`config.mk`:
```
export PLATFORM = sky130hd
export DESIGN_NAME = rsm_top
export DESIGN_NICKNAME = d
export VERILOG_FILES = /design/src/design/rsm_pkg.sv /design/src/design/rsm_sync.sv /design/src/design/rsm_strap.sv /design/src/design/rsm_top.sv
export SDC_FILE = /design/constraint.sdc
export NUM_CORES = 1
export LEC_CHECK = 0
export BUFFER_PORTS_ARGS = -buffer_cell sky130_fd_sc_hd__buf_2
export CAP_MARGIN = 10
export CORE_MARGIN = 2
export CORE_UTILIZATION = 55
export DETAILED_ROUTE_END_ITERATION = 16
export PLACE_DENSITY = 0.8
export RECOVER_POWER = 100
export SYNTH_ARGS = -nofsm -noshare
export SYNTH_HDL_FRONTEND = slang
export SYNTH_SLANG_ARGS = --single-unit
```
`constraint.sdc`:
```
create_clock -name REF_CLK -period 3.25 [get_ports REF_CLK]
set_clock_uncertainty 0.2 [all_clocks]
set_input_delay 0.4875 -clock REF_CLK [delete_from_list [all_inputs] [get_ports REF_CLK]]
set_output_delay 0.4875 -clock REF_CLK [all_outputs]
set_load 0.05 [all_outputs]
```
`src/design/rsm_pkg.sv`:
```
/*
  rsm_pkg: constants for the reset, strap and miscellaneous pin block.
  assumes a 50 MHz core clock and a plain strobe register port.
*/
package rsm_pkg;
  // timing
  localparam int CLK_HZ = 50_000_000;
  localparam int REF_HZ = 25_000_000;
  localparam int POR_US = 100;
  localparam int POR_CYC = (POR_US * (CLK_HZ / 1_000_000));
  localparam int FBRST_US = 10;
  localparam int FBRST_CYC = (FBRST_US * (CLK_HZ / 1_000_000));
  localparam int PIN_RST_MIN_CYC = 2;
  localparam int STRAP_W = 8;
  // register offsets (byte addresses)
  localparam logic [7:0] ADR_IRQ_CFG = 8'h00;
  localparam logic [7:0] ADR_WAKE_CFG = 8'h04;
  localparam logic [7:0] ADR_STRAP = 8'h08;
  localparam logic [7:0] ADR_INT_STS = 8'h0C;
  localparam logic [7:0] ADR_INT_EN = 8'h10;
  localparam logic [7:0] ADR_INT_CLR = 8'h14;
  localparam logic [7:0] ADR_FB_RESET = 8'h18;
  localparam logic [7:0] ADR_EVENT = 8'h1C;
  // irq cfg fields
  localparam int IRQ_POL_BIT = 0;
  localparam int IRQ_OD_BIT = 1;
  localparam int IRQ_SRC_LSB = 4;
  localparam int IRQ_SRC_W = 2;
  // wake cfg fields
  localparam int WK_EN_BIT = 0;
  localparam int WK_POL_BIT = 1;
  localparam int WK_OD_BIT = 2;
  localparam int WK_MAP_LSB = 4;
  localparam int WK_MAP_W = 2;
  // status event bits
  localparam int EV_W = 4;
  localparam int EV_WAKE = 0;
  localparam int EV_PIN_RST = 1;
  localparam int EV_EEP_ERR = 2;
  localparam int EV_HOST = 3;
  // fieldbus reset key, written to ADR_FB_RESET three times in order
  localparam logic [7:0] FB_KEY0 = 8'h52;
  localparam logic [7:0] FB_KEY1 = 8'h45;
  localparam logic [7:0] FB_KEY2 = 8'h53;
  // wake mapping codes
  localparam logic [1:0] MAP_DED = 2'h0;
  localparam logic [1:0] MAP_ERR = 2'h1;
  localparam logic [1:0] MAP_GPIO = 2'h2;
  // clock strap levels (comparator code from the three-level pad)
  typedef enum logic [1:0] {
    OSC_LOW = 2'h0,
    OSC_MID = 2'h1,
    OSC_HIGH = 2'h3
  } rsm_osc_lvl_t;
endpackage

```
`src/design/rsm_sync.sv`:
```
/*
  rsm_sync: two flip-flop synchroniser for a vector of pin levels.
  assumes inputs are quasi-static or slow compared to the clock.
*/
`timescale 1ns/1ps
`default_nettype none
module rsm_sync #(
  parameter int W = 1,
  parameter logic [W-1:0] INIT = '0
) (
  // clock and reset
  input wire logic clk,
  input wire logic rst_n,
  // data
  input wire logic [W-1:0] d,
  output logic [W-1:0] q
);
  logic [W-1:0] meta;
  always_ff @(posedge clk or negedge rst_n) begin
    if (!rst_n) begin
      meta <= INIT;
      q <= INIT;
    end else begin
      meta <= d;
      q <= meta;
    end
  end
endmodule
`default_nettype wire

```
`src/design/rsm_strap.sv`:
```
/*
  rsm_strap: strap latch, holds the captured straps until the next capture.
  assumes capture is a one-cycle pulse on already synchronised straps.
*/
`timescale 1ns/1ps
`default_nettype none
module rsm_strap
  import rsm_pkg::*;
#(
  parameter int W = STRAP_W
) (
  // clock and reset
  input wire logic clk,
  input wire logic rst_n,
  // capture
  input wire logic capture,
  input wire logic [W-1:0] strap_in,
  input wire logic [1:0] osc_lvl_in,
  // held values
  output logic [W-1:0] strap_q,
  output logic [1:0] osc_lvl_q
);
  logic [W-1:0] next_strap_q;
  logic [1:0] next_osc_lvl_q;
  always_comb begin
    next_strap_q = strap_q;
    next_osc_lvl_q = osc_lvl_q;
    if (capture) begin
      next_strap_q = strap_in;
      next_osc_lvl_q = osc_lvl_in;
    end
  end
  always_ff @(posedge clk or negedge rst_n) begin
    if (!rst_n) begin
      strap_q <= '0;
      osc_lvl_q <= OSC_LOW;
    end else begin
      strap_q <= next_strap_q;
      osc_lvl_q <= next_osc_lvl_q;
    end
  end
endmodule
`default_nettype wire

```
`src/design/rsm_top.sv`:
```
/*
  rsm_top: reset handling, strap capture, host interrupt, wake output and
  clock strap decode of the slave controller.
  assumes RST_N is the on-chip power-on reset, register strobes come from
  logic on REF_CLK, and all pin inputs are asynchronous to REF_CLK.
*/
`timescale 1ns/1ps
`default_nettype none
// Summary of operation
// straps captured at power-on, fieldbus reset and external reset release
// host irq polarity, source and push-pull/open-drain set by register
// wake output asserts on a wake event when enabled
// wake output polarity and drive type set by register
// wake output optionally enabled and mapped onto one of several pins
// wake on error pin plus eeprom load failure forces error indicator on
// low on system reset pin resets the device
// internal power-on reset, external pin may float
// reset pin driven low during power-on and fieldbus reset sequence
// runs from a 25 MHz crystal or oscillator reference
// three-level clock strap selects clock out and oscillator input mode
// board straps schmitt mode when daisy-chained from another device
// captured straps stay fixed until next reset and set defaults
module rsm_top
  import rsm_pkg::*;
#(
  parameter int POR_CYCLES = POR_CYC,
  parameter int FBRST_CYCLES = FBRST_CYC
) (
  // clock and power-on reset
  input wire logic REF_CLK,
  input wire logic RST_N,
  // register port
  input wire logic [7:0] ADDR,
  input wire logic [31:0] WDATA,
  input wire logic WR,
  input wire logic RD,
  output logic [31:0] RDATA,
  // system reset pin, open drain
  input wire logic SYS_RST_PIN_IN,
  output logic SYS_RST_PIN_OUT,
  output logic SYS_RST_PIN_OE,
  output logic CORE_RST_N,
  // strap pins and three-level clock strap comparators
  input wire logic [STRAP_W-1:0] STRAP_PINS,
  input wire logic [1:0] OSC_INPUT_MODE_STRAP,
  output logic CLK_OUT_EN,
  output logic OSC_SCHMITT_SEL,
  // events from the core
  input wire logic WAKE_DETECT,
  input wire logic EEPROM_LOAD_ERR,
  input wire logic [IRQ_SRC_W-1:0] CORE_IRQ,
  // host interrupt pin
  output logic HOST_IRQ_OUT,
  output logic HOST_IRQ_OE,
  // wake event pins
  output logic WAKE_EVENT_OUT,
  output logic WAKE_EVENT_OE,
  output logic ERROR_INDICATOR_LED,
  output logic ERROR_INDICATOR_LED_OE,
  output logic WAKE_GPIO_OUT,
  output logic WAKE_GPIO_OE,
  output logic ERR_LED_FORCED
);
  // synchronised pins
  logic rst_pin_s;
  logic [STRAP_W-1:0] strap_s;
  logic [1:0] osc_s;
  logic wake_s;
  logic eep_s;
  // the pin is pulled low through reset, so the synchroniser starts low too
  rsm_sync #(.W(1), .INIT(1'b0)) u_sync_rst (
    .clk(REF_CLK), .rst_n(RST_N), .d(SYS_RST_PIN_IN), .q(rst_pin_s)
  );
  rsm_sync #(.W(STRAP_W + 4), .INIT('0)) u_sync_misc (
    .clk(REF_CLK), .rst_n(RST_N),
    .d({STRAP_PINS, OSC_INPUT_MODE_STRAP, WAKE_DETECT, EEPROM_LOAD_ERR}),
    .q({strap_s, osc_s, wake_s, eep_s})
  );

  // reset sequencer state
  typedef enum logic [3:0] {
    ST_POR = 4'b0001,
    ST_RUN = 4'b0010,
    ST_FBRST = 4'b0100,
    ST_PINRST = 4'b1000
  } rsm_state_t;
  rsm_state_t state;
  rsm_state_t next_state;
  logic [31:0] cnt;
  logic [31:0] next_cnt;
  logic [1:0] key_idx;
  logic [1:0] next_key_idx;
  logic capture;
  logic fb_seq_done;

  // fieldbus reset command: three key bytes in order, any miss restarts
  always_comb begin
    next_key_idx = key_idx;
    fb_seq_done = 1'b0;
    if (WR && ADDR == ADR_FB_RESET) begin
      unique case (key_idx)
        2'd0: next_key_idx = (WDATA[7:0] == FB_KEY0) ? 2'd1 : 2'd0;
        2'd1: next_key_idx = (WDATA[7:0] == FB_KEY1) ? 2'd2 : 2'd0;
        default: begin
          next_key_idx = 2'd0;
          fb_seq_done = (WDATA[7:0] == FB_KEY2);
        end
      endcase
    end
  end

  always_comb begin
    next_state = state;
    next_cnt = cnt;
    capture = 1'b0;
    unique case (state)
      ST_POR: begin
        next_cnt = cnt + 32'd1;
        if (cnt >= 32'(POR_CYCLES - 1)) begin
          // own pull still reads low through the synchroniser: wait it out
          next_state = ST_PINRST;
          next_cnt = '0;
        end
      end
      ST_RUN: begin
        if (!rst_pin_s) begin
          next_state = ST_PINRST;
        end else if (fb_seq_done) begin
          next_state = ST_FBRST;
          next_cnt = '0;
        end
      end
      ST_FBRST: begin
        next_cnt = cnt + 32'd1;
        if (cnt >= 32'(FBRST_CYCLES - 1)) begin
          next_state = ST_PINRST;
          next_cnt = '0;
        end
      end
      ST_PINRST: begin
        // waits for the pin to read high again, own drive released
        if (rst_pin_s) begin
          next_state = ST_RUN;
          capture = 1'b1;
        end
      end
      default: next_state = ST_POR;
    endcase
  end

  always_ff @(posedge REF_CLK or negedge RST_N) begin
    if (!RST_N) begin
      state <= ST_POR;
      cnt <= '0;
      key_idx <= 2'd0;
    end else begin
      state <= next_state;
      cnt <= next_cnt;
      key_idx <= next_key_idx;
    end
  end

  // straps
  logic [STRAP_W-1:0] strap_q;
  logic [1:0] osc_q;
  rsm_strap #(.W(STRAP_W)) u_strap (
    .clk(REF_CLK), .rst_n(RST_N), .capture(capture),
    .strap_in(strap_s), .osc_lvl_in(osc_s),
    .strap_q(strap_q), .osc_lvl_q(osc_q)
  );

  // configuration and interrupt registers
  logic [7:0] irq_cfg;
  logic [7:0] wake_cfg;
  logic [EV_W-1:0] int_sts;
  logic [EV_W-1:0] int_en;
  logic [7:0] next_irq_cfg;
  logic [7:0] next_wake_cfg;
  logic [EV_W-1:0] next_int_sts;
  logic [EV_W-1:0] next_int_en;
  logic [31:0] next_rdata;
  logic [EV_W-1:0] ev;
  logic wake_d;
  logic eep_d;
  logic rst_pin_d;
  logic in_reset;

  assign in_reset = (state != ST_RUN);

  always_comb begin
    ev = '0;
    ev[EV_WAKE] = wake_s && !wake_d;
    ev[EV_PIN_RST] = !rst_pin_s && rst_pin_d;
    ev[EV_EEP_ERR] = eep_s && !eep_d;
    ev[EV_HOST] = WR && ADDR == ADR_EVENT && WDATA[0];
    next_irq_cfg = irq_cfg;
    next_wake_cfg = wake_cfg;
    next_int_en = int_en;
    next_int_sts = int_sts;
    if (capture) begin
      // strap bits supply power-up defaults of the drive fields
      next_irq_cfg[IRQ_OD_BIT] = strap_s[0];
      next_wake_cfg[WK_OD_BIT] = strap_s[1];
    end
    if (WR && ADDR == ADR_IRQ_CFG) next_irq_cfg = WDATA[7:0];
    if (WR && ADDR == ADR_WAKE_CFG) next_wake_cfg = WDATA[7:0];
    if (WR && ADDR == ADR_INT_EN) next_int_en = WDATA[EV_W-1:0];
    if (WR && ADDR == ADR_INT_CLR) next_int_sts = int_sts & ~WDATA[EV_W-1:0];
    // set wins over a clear in the same cycle
    next_int_sts = next_int_sts | ev;
    next_rdata = '0;
    if (RD) begin
      unique case (ADDR)
        ADR_IRQ_CFG: next_rdata = {24'h00_0000, irq_cfg};
        ADR_WAKE_CFG: next_rdata = {24'h00_0000, wake_cfg};
        ADR_STRAP: next_rdata = {16'h0000, state, osc_q, 2'b00, strap_q};
        ADR_INT_STS: next_rdata = {28'h000_0000, int_sts};
        ADR_INT_EN: next_rdata = {28'h000_0000, int_en};
        default: next_rdata = '0;
      endcase
    end
  end

  // pin outputs
  logic irq_src;
  logic irq_act;
  logic wake_act;
  logic wake_lvl;
  logic err_force;
  logic next_err_force;
  logic [1:0] wmap;
  always_comb begin
    unique case (irq_cfg[IRQ_SRC_LSB +: IRQ_SRC_W])
      2'd0: irq_src = |(int_sts & int_en);
      2'd1: irq_src = CORE_IRQ[0];
      2'd2: irq_src = CORE_IRQ[1];
      default: irq_src = |(int_sts & int_en) | |CORE_IRQ;
    endcase
    irq_act = irq_src && !in_reset;
    wmap = wake_cfg[WK_MAP_LSB +: WK_MAP_W];
    wake_act = wake_cfg[WK_EN_BIT] && int_sts[EV_WAKE];
    wake_lvl = wake_act ~^ wake_cfg[WK_POL_BIT];
    // failed eeprom load with wake on error pin: indicator forced on
    next_err_force = err_force || (wmap == MAP_ERR && eep_s);
    if (capture) next_err_force = 1'b0;
  end

  always_ff @(posedge REF_CLK or negedge RST_N) begin
    if (!RST_N) begin
      irq_cfg <= 8'h00;
      wake_cfg <= 8'h00;
      int_sts <= '0;
      int_en <= '0;
      RDATA <= 32'h0000_0000;
      wake_d <= 1'b0;
      eep_d <= 1'b0;
      rst_pin_d <= 1'b0;
      err_force <= 1'b0;
      SYS_RST_PIN_OUT <= 1'b0;
      SYS_RST_PIN_OE <= 1'b1;
      CORE_RST_N <= 1'b0;
      CLK_OUT_EN <= 1'b0;
      OSC_SCHMITT_SEL <= 1'b0;
      HOST_IRQ_OUT <= 1'b0;
      HOST_IRQ_OE <= 1'b0;
      WAKE_EVENT_OUT <= 1'b0;
      WAKE_EVENT_OE <= 1'b0;
      ERROR_INDICATOR_LED <= 1'b0;
      ERROR_INDICATOR_LED_OE <= 1'b0;
      WAKE_GPIO_OUT <= 1'b0;
      WAKE_GPIO_OE <= 1'b0;
      ERR_LED_FORCED <= 1'b0;
    end else begin
      irq_cfg <= next_irq_cfg;
      wake_cfg <= next_wake_cfg;
      int_sts <= next_int_sts;
      int_en <= next_int_en;
      RDATA <= next_rdata;
      wake_d <= wake_s;
      eep_d <= eep_s;
      rst_pin_d <= rst_pin_s;
      err_force <= next_err_force;
      SYS_RST_PIN_OUT <= 1'b0;
      SYS_RST_PIN_OE <= (next_state == ST_POR) || (next_state == ST_FBRST);
      CORE_RST_N <= (next_state == ST_RUN);
      // strap level code: low off/crystal, mid on/crystal, high on/schmitt
      CLK_OUT_EN <= (osc_q != OSC_LOW);
      OSC_SCHMITT_SEL <= (osc_q == OSC_HIGH);
      // open drain drives only the active level, push-pull drives always
      HOST_IRQ_OUT <= irq_act ~^ irq_cfg[IRQ_POL_BIT];
      HOST_IRQ_OE <= !irq_cfg[IRQ_OD_BIT] || irq_act;
      WAKE_EVENT_OUT <= wake_lvl;
      WAKE_EVENT_OE <= wake_cfg[WK_EN_BIT] && wmap == MAP_DED &&
                       (!wake_cfg[WK_OD_BIT] || wake_act);
      ERROR_INDICATOR_LED <= next_err_force ? 1'b1 : wake_lvl;
      ERROR_INDICATOR_LED_OE <= next_err_force ||
        (wake_cfg[WK_EN_BIT] && wmap == MAP_ERR &&
         (!wake_cfg[WK_OD_BIT] || wake_act));
      WAKE_GPIO_OUT <= wake_lvl;
      WAKE_GPIO_OE <= wake_cfg[WK_EN_BIT] && wmap == MAP_GPIO &&
                      (!wake_cfg[WK_OD_BIT] || wake_act);
      ERR_LED_FORCED <= next_err_force;
    end
  end
endmodule
`default_nettype wire

```
# --- After elaboration in Yosys (flattened, before gate mapping) ---
# Index checks and enable logic that the tools add are counted.
totals:
  register_bits: 145
  in_bits: 59
  out_inout_bits: 46
  elab_cells: 137
classes:
  mux: 28
  n_eq_ne: 26
  magnitude_cmp: 2
  reduce_logical: 42
  n_bitwise: 7
  addsub: 1
op_table:
  columns: ["op", "count"]
  rows:
  - ["two-way mux 32 bit", 4]
  - ["one-hot mux 32 bit (3 select lines)", 1]
  - ["one-hot mux 16 bit (5 select lines)", 1]
  - ["adder 32 x 1 -> 32 bit, second input constant", 1]
  - ["equality test 8 x 5 -> 1 bit, second input constant", 4]
  - ["greater-or-equal comparator 32 x 13 -> 1 bit, second input constant", 1]
  - ["greater-or-equal comparator 32 x 9 -> 1 bit, second input constant", 1]
  - ["equality test 8 x 7 -> 1 bit, second input constant", 3]
  - ["two-way mux 4 bit", 6]
  - ["logical AND 1 bit", 19]
  - ["equality test 8 x 4 -> 1 bit, second input constant", 2]
  - ["two-way mux 16 bit", 1]
  - ["one-hot mux 4 bit (4 select lines)", 1]
  - ["two-way mux 1 bit", 9]
  - ["AND 4 bit", 2]
  - ["equality test 4 x 1 -> 1 bit, second input constant", 2]
  - ["equality test 4 x 2 -> 1 bit, second input constant", 2]
  - ["equality test 4 x 3 -> 1 bit, second input constant", 2]
  - ["equality test 8 x 3 -> 1 bit, second input constant", 1]
  - ["logical NOT 8 bit", 1]
  - ["equality test 2 x 1 -> 1 bit, second input constant", 3]
  - ["equality test 2 bit, second input constant", 3]
  - ["logical NOT 1 bit", 6]
  - ["logical NOT 2 bit", 3]
  - ["18 further kinds", 27]

# --- Logic depth before layout (Yosys ltp) ---
# Gate-level depths: netlist of run 1.
depth:
  depth_word: 9
  depth_mapped: 8

# --- Cells and area by module ---
# Synthesis of run 1 repeated with hierarchy kept, for this count alone.
hier_totals:
  hier_cells: 487
  hier_area_um2: 5631.7
modules_own_cells:
  columns: ["module", "seq_area_each_um2", "n_inst", "area_per_inst_um2", "cells_each"]
  rows:
  - ["rsm_top", 2279.7, 1, 4569.4, 440]
  - ["rsm_sync (u_sync_misc)", 600.6, 1, 600.6, 24]
  - ["rsm_strap", 250.2, 1, 411.6, 21]
  - ["rsm_sync (u_sync_rst)", 50.0, 1, 50.0, 2]

# --- Least setup slack after synthesis of run 1 ---
# Ideal clock, no wire load.
synth_path:
  path_kind: "input-to-reg"
  from: "in WDATA[5]"
  to: "reg cnt[5]"
  path_slack_ps: 596
  cell_stages: 6
  n_path_buf: 1
  arrival_ps: 2372
  setup_ps: 82
  path_cell_list: "or3b_1 or3_4 o41a_1 buf_6 or4_4 o211ai_2"
synth_between:
  elab_chain_len: 5
synth_rtl:
  columns: ["item", "line", "rtl"]
  rows:
  - ["from (decl)", "rsm_top.sv:34", "input wire logic [31:0] WDATA,"]
  - ["equality test 8 x 7 -> 1 bit", "rsm_top.sv:106", "fb_seq_done = (WDATA[7:0] == FB_KEY2);"]
  - ["two-way mux 1 bit", "rsm_top.sv:101", "unique case (key_idx)"]
  - ["two-way mux 1 bit", "rsm_top.sv:100", "if (WR && ADDR == ADR_FB_RESET) begin"]
  - ["inequality test 2 bit (no line)", null, null]
  - ["AND reduction 3 bit (no line)", null, null]
  - ["to (signal assigned)", "rsm_top.sv:158", "cnt <= next_cnt;"]
  - ["to (decl)", "rsm_top.sv:89", "logic [31:0] cnt;"]
# Every way passes these cells.
# A chain may end at the register's enable or synchronous reset.

# --- Final worst setup path of run 1 ---
layout_path:
  from: "reg cnt[24]"
  to: "reg cnt[4]"
layout_between:
  elab_chain_len: 3
layout_rtl:
  columns: ["item", "line", "rtl"]
  rows:
  - ["greater-or-equal comparator 32 x 9 -> 1 bit / greater-or-equal comparator 32 x 13 -> 1 bit (equally long branches)", "rsm_top.sv:135, rsm_top.sv:119", null]
  - ["two-way mux 32 bit (on tied branches)", "rsm_top.sv:135, rsm_top.sv:119", null]
  - ["one-hot mux 32 bit (3 select lines) (*)", "rsm_top.sv:116", "unique case (state)"]
# Every way passes the cells marked *; elsewhere a longest branch is shown, timed or not.

==> metrics.cfg, run 1 <==
[status]
outcome=completed

[place]
detailed_place_hpwl_um=8240
portBuffers=61
placedCellCount=675
gp_congestion=0.915
dp_slack_ns=0.166

[logic_synthesis]
yosys.area.top_type=dfrtp_1
yosys-top-cells-area=dfrtp_1 57%, mux2_2 5.7%, nand2_1 3.1%
ys_ff_latch=127
ys_types=61
synth_ff_type=dfrtp_1
netlist_instances=492
yosysWarnings=0
ys_seq_area_frac=0.577
synth_commonest_cells=125 x dfrtp_1, 45 x nand2_1, 35 x nor2_1
synth_top_area_share=0.567
synth-async-reset-ratio=1.00
avgSynthCellArea_um2=11.2
yosysMostFrequentCell=dfrtp_1
netlist_area_um2=5510
synth_edf_count=0

[setup_path]
timing.rr.end=cnt[4]
required_ns=3.47
startpoint=cnt[24]
startpoint_type=flop
r2r_slack_ns=0.38
worstPathArrival_ns=3.10
r2r_start=cnt[24]
crit_path_end=cnt[4]
ff2ff_path_depth=6
cp_max_fo=8
end_kind=flop
critPathKind=flop to flop

[finish]
diodes=0
fin_nets=636
area_growth_pct=17.7
final_layout_size_suffix_gt1_frac=0.171
final_core_util=0.667
fin_cells=718
n_fill_cell=771

[detailed_routing]
wl_um=12400
viasPerCell=5.86
drtIter0Drc=293
route.detailed.drc=0
wl_per_cell_um=17.3
vias=4205
drtAntennaViolNets=0
dr.pass1.iters=5

[power_and_ir_drop]
powerDensity_nw_per_um2=651
net-switching-power_mw=1.22
swShare=0.289
internal-power_mw=3.00
p_leak_nw=2.95
ir_worst_vdd_uv=516
combPwrFrac=0.160
seqPwrFrac=0.445
clockPowerShare=0.396

[clock_tree]
numClockSinks=127
ctsResizeCount=0
clockBufferDepth=2
clock_latency_ns=0.50
ctsHoldBuffers=14
cts_tree=yes
cts_setup_buffers=0
path_clk_slew_ns=0.06
root_buffer=clkbuf_8
cts_buffers=17
htree_num_levels=4

[floorplanning]
die_x_um=104
die-area_um2=10800
ios=105
num_rows=36
die_h_um=104
start_util=0.567
core_um2=9730

[sta]
finalHoldViolCount=0
post-route-period-util=0.884
hold_slack_ns=0.0459
rsz0062_at_grt=false
layout_setup_ws_ns=0.375
setup_viol=0
finalMaxSlewViolations=0
finalCriticalPeriod_ns=2.87
fmax_mhz=348
tns_ns=0
relSlewSlack=0.172
tightest_slew_ns=1.24

[grt]
grt.total_usage=0.241
grt_max_degree=78
antenna_found_initial=0
grt_overflow_total=0
grt_pass1_vias=4136
grt_pass1_wl_um=20600

[job]
drv_cap=0

[min_path]
hold_path_class=primary input to flop

==> placed cells by master, fill, tap and decap left out, types with 14 or more instances in the layout <==
cell,n
dfrtp_1,125
clkbuf_1,36
nor2_1,35
dlygate4sd3_1,14
o21ai_0,19
conb_1,19
buf_2,30
a21oi_1,17
mux2_2,27
clkbuf_16,16
nand2_1,45
==> registers in the layout, indices dropped and copies added (netlist names), 2 cells and up <==
name               cells
wake_cfg               8
u_strap.osc_lvl_q      2
u_sync_misc.meta      12
key_idx                2
u_sync_misc.q         12
int_en                 4
state                  4
cnt                   32
RDATA                 14
irq_cfg                8
int_sts                4
u_strap.strap_q        8
==> final cells by class <==
type                            instances  area [µm²]  share of cell area
Inverter                               13        48.8             0.00752
Sequential cell                       127        3180               0.490
Multi-Input combinational cell        331        2090               0.322
Timing Repair Buffer                   85         478              0.0736
Tap cell                              133         166              0.0256
Clock buffer                           22         463              0.0713
Clock inverter                          7        63.8             0.00983
==> critical path: stages, from the launching register on <==
cell and delay (ns):
dfrtp_1 0.39, or4_1 0.53, or3_1 0.46, nor2_1 0.42, clkbuf_1 0.37, nand4_1 0.20, o22ai_1 0.22
==> per-stage QoR <==
step,area (µm²),power (mW)
after floorplan,5580,2.37
after global placement,5910,2.53
after detailed placement,5910,2.56
after CTS,6580,4.26
after global routing,6490,4.41
final,6490,4.23
==> power groups by stage <==
stage / Clock [mW] / Sequential (mW) / Combinational, mW
floorplan: 0 / 1.92 / 0.455
global placement: 0 / 1.89 / 0.641
detailed placement: 0 / 1.90 / 0.668
CTS: 1.69 / 1.87 / 0.688
global route: 1.77 / 1.90 / 0.740
finish: 1.67 / 1.88 / 0.674
==> cell families (layout without fill, tap and decap cells) <==
| family | Yosys count | count (layout) | share of synthesized area |
|---|---|---|---|
| adders and majority gates | 2 | 2 | 0.00454 |
| buffers and inverters | 52 | 127 | 0.0513 |
| other | 1 | 19 | 0.000680 |
| and+or+nand+nor | 178 | 178 | 0.173 |
| muxes | 34 | 34 | 0.0681 |
| DFF | 127 | 127 | 0.577 |
| AOI/OAI and AO/OA | 93 | 93 | 0.117 |
| xor gates and xnor gates | 5 | 5 | 0.00795 |
==> worst min path at each step <==
| stage | start | endpoint | cells after the start |
|---|---|---|---|
| finish | WDATA[6] | wake_cfg[6] | 2 |
| global route | WDATA[6] | wake_cfg[6] | 2 |
| CTS | WDATA[6] | wake_cfg[6] | 2 |
| detailed placement | u_sync_misc.meta[7] | u_sync_misc.q[7] | 0 |
| global placement | u_sync_misc.meta[3] | u_sync_misc.q[3] | 0 |
| floorplan | RST_N | CLK_OUT_EN | 0 |
==> per-layer routing <==
metal,up-vias,share of wire,global-route usage
met5,-,0,0
li1,1909,-,-
met2,174,0.53,0.401
met1,2091,0.39,0.303
met3,31,0.056,0.0645
met4,0,0.025,0.0898
Note: power is estimated with default switching activity, not from simulation.
==> run 2, diff against run 1 <==
--- a/config.mk
+++ b/config.mk
@@ -10,5 +10,4 @@
 export CORE_MARGIN = 2
-export CORE_UTILIZATION = 55
+export CORE_UTILIZATION = 37
 export DETAILED_ROUTE_END_ITERATION = 16
-export PLACE_DENSITY = 0.8
 export RECOVER_POWER = 100
==> constraint.sdc (replaced) <==
create_clock -name REF_CLK -period 3.25 [get_ports REF_CLK]
set_clock_uncertainty 0.2 [all_clocks]
set_input_delay 0.1625 -clock REF_CLK [delete_from_list [all_inputs] [get_ports REF_CLK]]
set_output_delay 0.1625 -clock REF_CLK [all_outputs]
set_load 0.05 [all_outputs]
==> metrics.cfg, run 2 (same netlist as run 1, synthesis figures left out) <==
[setup_path]
startpoint=WDATA[5]  ; was cnt[24]
crit_path_end=cnt[11]  ; was cnt[4]
critPathKind=primary input to flop  ; was flop to flop
path_depth=7  ; was 6
required_ns=3.32  ; was 3.47 ns
startpoint_type=primary input  ; was flop
worstPathArrival_ns=3.05  ; was 3.10 ns
end_kind=flop  ; unchanged
cp_max_fo=19  ; was 8
cp_top_family=compound AO/OA/AOI/OAI gates  ; was simple AND/OR/NAND/NOR gates
r2r_slack_ns=0.50  ; was 0.38 ns
cp_num_buf_inv=2  ; was 1
worstPathCellList=dlygate4sd3_1 -> clkbuf_1 -> or3b_1 -> or3_1 -> o41a_1 -> a31oi_4 -> nor3_1  ; was or4_1 -> or3_1 -> nor2_1 -> clkbuf_1 -> nand4_1 -> o22ai_1
ff2ff_path_depth=5  ; was 6
timing.rr.end=cnt[11]  ; was cnt[4]
r2r_start=cnt[15]  ; was cnt[24]
critPathSlowestCell=o41a_1  ; was or4_1
slowest_delay_ns=0.68  ; was 0.53 ns

[min_path]
worstHoldStart=ADDR[2]  ; was WDATA[6]
hold_path_class=primary input to flop  ; unchanged

[status]
violations=capacitance limit, slew limit
outcome=complete, but fails checks  ; was completed

[detailed_routing]
viasPerCell=5.22  ; was 5.86
dr.pass1.iters=5  ; unchanged
drtIter0Drc=391  ; was 293
vias=4077  ; was 4,205
drtAntennaViolNets=0  ; unchanged
wl_per_cell_um=16.2  ; was 17.3 µm
route.detailed.drc=0  ; unchanged
wl_um=12600  ; was 12,400 µm

[sta]
tns_ns=0  ; unchanged
relSlewSlack=-0.111  ; was 0.172
layout_setup_ws_ns=0.273  ; was 0.375 ns
setup_viol=0  ; unchanged
fmax_mhz=336  ; was 348 MHz
finalCriticalPeriod_ns=2.98  ; was 2.87 ns
finalHoldViolCount=0  ; unchanged
tightest_slew_ns=1.67  ; was 1.24 ns
post-route-period-util=0.916  ; was 0.884
rsz0062_at_grt=false  ; unchanged
finalMaxSlewViolations=70  ; was 0

[clock_tree]
ctsHoldBuffers=26  ; was 14
ctsResizeCount=0  ; unchanged
cts_buffers=17  ; unchanged
clockBufferDepth=2  ; unchanged
cts_setup_buffers=0  ; unchanged
numClockSinks=127  ; unchanged
path_clk_slew_ns=0.05  ; was 0.06 ns
root_buffer=clkbuf_16  ; was clkbuf_8
cts_tree=yes  ; unchanged
htree_num_levels=4  ; unchanged
clock_latency_ns=0.41  ; was 0.50 ns

[finish]
final_layout_size_suffix_gt1_frac=0.171  ; about the same
layout_common_cells=125 x dfrtp_1, 45 x nand2_1, 35 x nor2_1, 35 x clkbuf_1, 29 x buf_2  ; was 125 x dfrtp_1, 45 x nand2_1, 36 x clkbuf_1
fin_nets=645  ; was 636
fin_area_um2=6710  ; was 6490 µm²
reg_top3=cnt x32, RDATA x14  ; unchanged
area_growth_pct=21.8  ; was 17.7%
largest_reg_flops=32  ; unchanged
multiInputGateArea_um2=2090  ; about the same
seq_area_um2=3180  ; unchanged
largest-register=cnt  ; unchanged
final_common_cell=dfrtp_1  ; unchanged
diodes=0  ; unchanged
fin_cells=781  ; was 718
n_fill_cell=1358  ; was 771

[power_and_ir_drop]
p_total_mw=4.42  ; was 4.23 mW
powerDensity_nw_per_um2=659  ; was 651 nW/µm²
p_leak_nw=3.02  ; was 2.95 nW
ir_worst_vdd_uv=366  ; was 516 µV

[floorplanning]
die_x_um=126  ; was 104 µm
start_util=0.379  ; was 0.567
core_um2=14500  ; was 9730 µm²
die_h_um=126  ; was 104 µm
ios=105  ; unchanged
die-area_um2=15900  ; was 10,800 µm²
num_rows=44  ; was 36

[place]
portBuffers=61  ; unchanged
placedCellCount=723  ; was 675
gp_congestion=0.938  ; was 0.915
detailed_place_hpwl_um=8460  ; was 8240 µm
dp_slack_ns=0.405  ; was 0.166 ns
place_area_um2=5950  ; was 5910 µm²

[grt]
grt_max_degree=70  ; was 78
grt.total_usage=0.166  ; was 0.241
antenna_found_initial=0  ; unchanged
grt_pass1_vias=4089  ; was 4,136
grt_pass1_wl_um=20700  ; was 20,600 µm
grt_overflow_total=0  ; unchanged

[job]
drv_cap=1  ; was 0

[run 2: per-stage QoR]
stage | utilization | hold slack, ns
final | 0.462 | 0.0233
after global routing | 0.462 | 0.0241
after detailed placement | 0.409 | 0.0731
after global placement | 0.409 | 0.0703
after CTS | 0.468 | 0.000176
after floorplan | - | -0.333
[run 2: how the worst min path moves through the flow]
| stage | to | slack [ns] | cells past startpoint |
|---|---|---|---|
| after floorplan | CLK_OUT_EN | -0.33 | 0 |
| after global placement | u_sync_misc.meta[11] | 0.07 | 1 |
| after detailed placement | u_sync_misc.meta[11] | 0.07 | 1 |
| after CTS | RDATA[7] | 0.0002 | 4 |
| after global routing | RDATA[6] | 0.02 | 4 |
| final | RDATA[6] | 0.02 | 4 |
[run 2: worst register-to-register path, delay by kind of cell, from the launching register on]
family          cells  cell delay [ns]
flops               1             0.39
simple gates        3             0.86
compound gates      2             1.15
[run 2: final cells by class]
cell class              count  area share
flip-flops and latches    127       0.474
multi-input cells         331       0.312
clock inverters             9      0.0160
repair buffers             94      0.0840
inverters                  13     0.00727
clock buffers              23      0.0727
well taps                 184      0.0343
[run 2: where the power goes]
part | total, mW | switching, mW | internal, mW
clock | 1.88 | 0.676 | 1.21
combinational | 0.662 | 0.439 | 0.223
sequential | 1.88 | 0.153 | 1.72
[run 2: layer usage]
layer | GRT usage | vias to the layer above | share of wire
met5 | 0 | - | 0
met4 | 0.0517 | 0 | 0.013
met3 | 0.0506 | 16 | 0.047
met2 | 0.262 | 121 | 0.48
met1 | 0.221 | 2000 | 0.46
li1 | - | 1940 | -
==> run 3, diff against run 2 <==
- CORE_ASPECT_RATIO: default -> 0.5
==> metrics.cfg, run 3 (same netlist as run 1, synthesis figures left out) <==
[sta]
layout_setup_ws_ns=0.206  ; was 0.273 ns
hold_slack_ns=0.00608  ; was 0.0233 ns
post-route-period-util=0.937  ; was 0.916
fmax_mhz=328  ; was 336 MHz
finalMaxSlewViolations=0  ; was 70
tns_ns=0  ; unchanged
relSlewSlack=0.0493  ; was -0.111
tightest_slew_ns=1.43  ; was 1.67 ns
rsz0062_at_grt=false  ; unchanged
finalCriticalPeriod_ns=3.04  ; was 2.98 ns
setup_viol=0  ; unchanged
finalHoldViolCount=0  ; unchanged

[floorplanning]
start_util=0.380  ; was 0.379
ios=105  ; unchanged
die_h_um=90.3  ; was 126 µm
core_um2=14500  ; about the same
num_rows=31  ; was 44
die-area_um2=16000  ; was 15,900 µm²
die_x_um=177  ; was 126 µm

[finish]
fin_cells=794  ; was 781
fin_area_um2=6710  ; about the same
layout_common_cells=125 x dfrtp_1, 45 x nand2_1, 35 x nor2_1  ; was 125 x dfrtp_1, 45 x nand2_1, 35 x nor2_1, 35 x clkbuf_1, 29 x buf_2
reg_top3=cnt x32, RDATA x14  ; unchanged
diodes=0  ; unchanged
final_layout_size_suffix_gt1_frac=0.178  ; was 0.171
largest-register=cnt  ; unchanged
fin_nets=645  ; unchanged
seq_area_um2=3180  ; unchanged
final_common_cell=dfrtp_1  ; unchanged
final_core_util=0.462  ; about the same
area_growth_pct=21.6  ; was 21.8%
multiInputGateArea_um2=2080  ; was 2090 µm²
largest_reg_flops=32  ; unchanged
n_fill_cell=1371  ; was 1,358

[clock_tree]
clock_latency_ns=0.41  ; about the same
cts_buffers=17  ; unchanged
numClockSinks=127  ; unchanged
root_buffer=clkbuf_16  ; unchanged
path_clk_slew_ns=0.06  ; was 0.05 ns
ctsResizeCount=0  ; unchanged
htree_num_levels=4  ; unchanged
clockBufferDepth=2  ; unchanged
cts_tree=yes  ; unchanged

[detailed_routing]
wl_per_cell_um=15.0  ; was 16.2 µm
route.detailed.drc=0  ; unchanged
wl_um=11900  ; was 12,600 µm
drtIter0Drc=224  ; was 391
drtAntennaViolNets=0  ; unchanged
viasPerCell=5.12  ; was 5.22
vias=4062  ; was 4,077
dr.pass1.iters=4  ; was 5

[grt]
grt.total_usage=0.160  ; was 0.166
grt_overflow_total=0  ; unchanged
grt_pass1_wl_um=20100  ; was 20,700 µm
grt_pass1_vias=3893  ; was 4,089
antenna_found_initial=0  ; unchanged
grt_max_degree=57  ; was 70

[setup_path]
worstPathCellList=dlygate4sd3_1 -> clkbuf_1 -> or3b_1 -> or3_1 -> o41a_1 -> or4_2 -> o211ai_2  ; was dlygate4sd3_1 -> clkbuf_1 -> or3b_1 -> or3_1 -> o41a_1 -> a31oi_4 -> nor3_1
required_ns=3.37  ; was 3.32 ns
startpoint=WDATA[5]  ; unchanged
critPathKind=primary input to flop  ; unchanged
r2r_start=state[2]  ; was cnt[15]
worstPathArrival_ns=3.17  ; was 3.05 ns
end_kind=flop  ; unchanged
slowest_delay_ns=0.70  ; was 0.68 ns
critPathSlowestCell=or4_2  ; was o41a_1
cp_max_fo=11  ; was 19
startpoint_type=primary input  ; unchanged

[place]
portBuffers=61  ; unchanged
placedCellCount=739  ; was 723
gp_congestion=0.845  ; was 0.938
dp_slack_ns=0.454  ; was 0.405 ns
place_area_um2=5980  ; was 5950 µm²
detailed_place_hpwl_um=8140  ; was 8460 µm

[power_and_ir_drop]
ir_worst_vdd_uv=436  ; was 366 µV
powerDensity_nw_per_um2=646  ; was 659 nW/µm²
p_leak_nw=3.00  ; was 3.02 nW
p_total_mw=4.33  ; was 4.42 mW

[job]
drv_cap=0  ; was 1

[min_path]
worstHoldStart=CORE_IRQ[0]  ; was ADDR[2]
hold_path_class=primary input to flop  ; unchanged

[status]
outcome=completed  ; was complete, but fails checks

run 3: area by class of cell:
type,count,share of cell area
Clock buffer,22,0.0722
Clock inverter,9,0.0125
Inverter,13,0.00728
Multi-Input combinational cell,331,0.310
Sequential cell,127,0.474
Tap cell,198,0.0369
Timing Repair Buffer,94,0.0864
run 3: layer usage:
| metal | part of all wire | GRT usage |
|---|---|---|
| met5 | 0 | 0 |
| met4 | 0.011 | 0.0537 |
| met2 | 0.47 | 0.249 |
| met3 | 0.047 | 0.0383 |
| met1 | 0.47 | 0.220 |
run 3: power breakdown:
group	leakage (nW)	total, mW	switching (mW)	internal [mW]
Combinational	1.12	0.664	0.435	0.229
Sequential	1.61	1.87	0.146	1.72
Clock	0.270	1.80	0.673	1.13
run 3: what timing repair did:
action | CTS | global route
hold buffers | 24 | 0
setup buffers | 0 | 0
endpoints found under the hold margin | 95 | 0
run 3: path summary, 6_finish.rpt:
| kind | to | cells past startpoint | slack [ns] |
|---|---|---|---|
| setup / recovery | cnt[5] | 7 | 0.21 |
| hold / removal | HOST_IRQ_OUT | 4 | 0.006 |
| setup reg to reg | cnt[5] | 5 | 0.53 |
| min in group asynchronous | cnt[0] | 2 | 0.44 |
| max in group asynchronous | RDATA[12] | 4 | 0.71 |
| hold reg to reg | u_sync_rst.q | 0 | 0.14 |
run 3: worst max-delay path, delay by kind of cell:
| kind | cells | cell delay, ns |
|---|---|---|
| simple gates | 3 | 1.57 |
| compound gates | 2 | 0.76 |
| buf+inv | 2 | 0.67 |
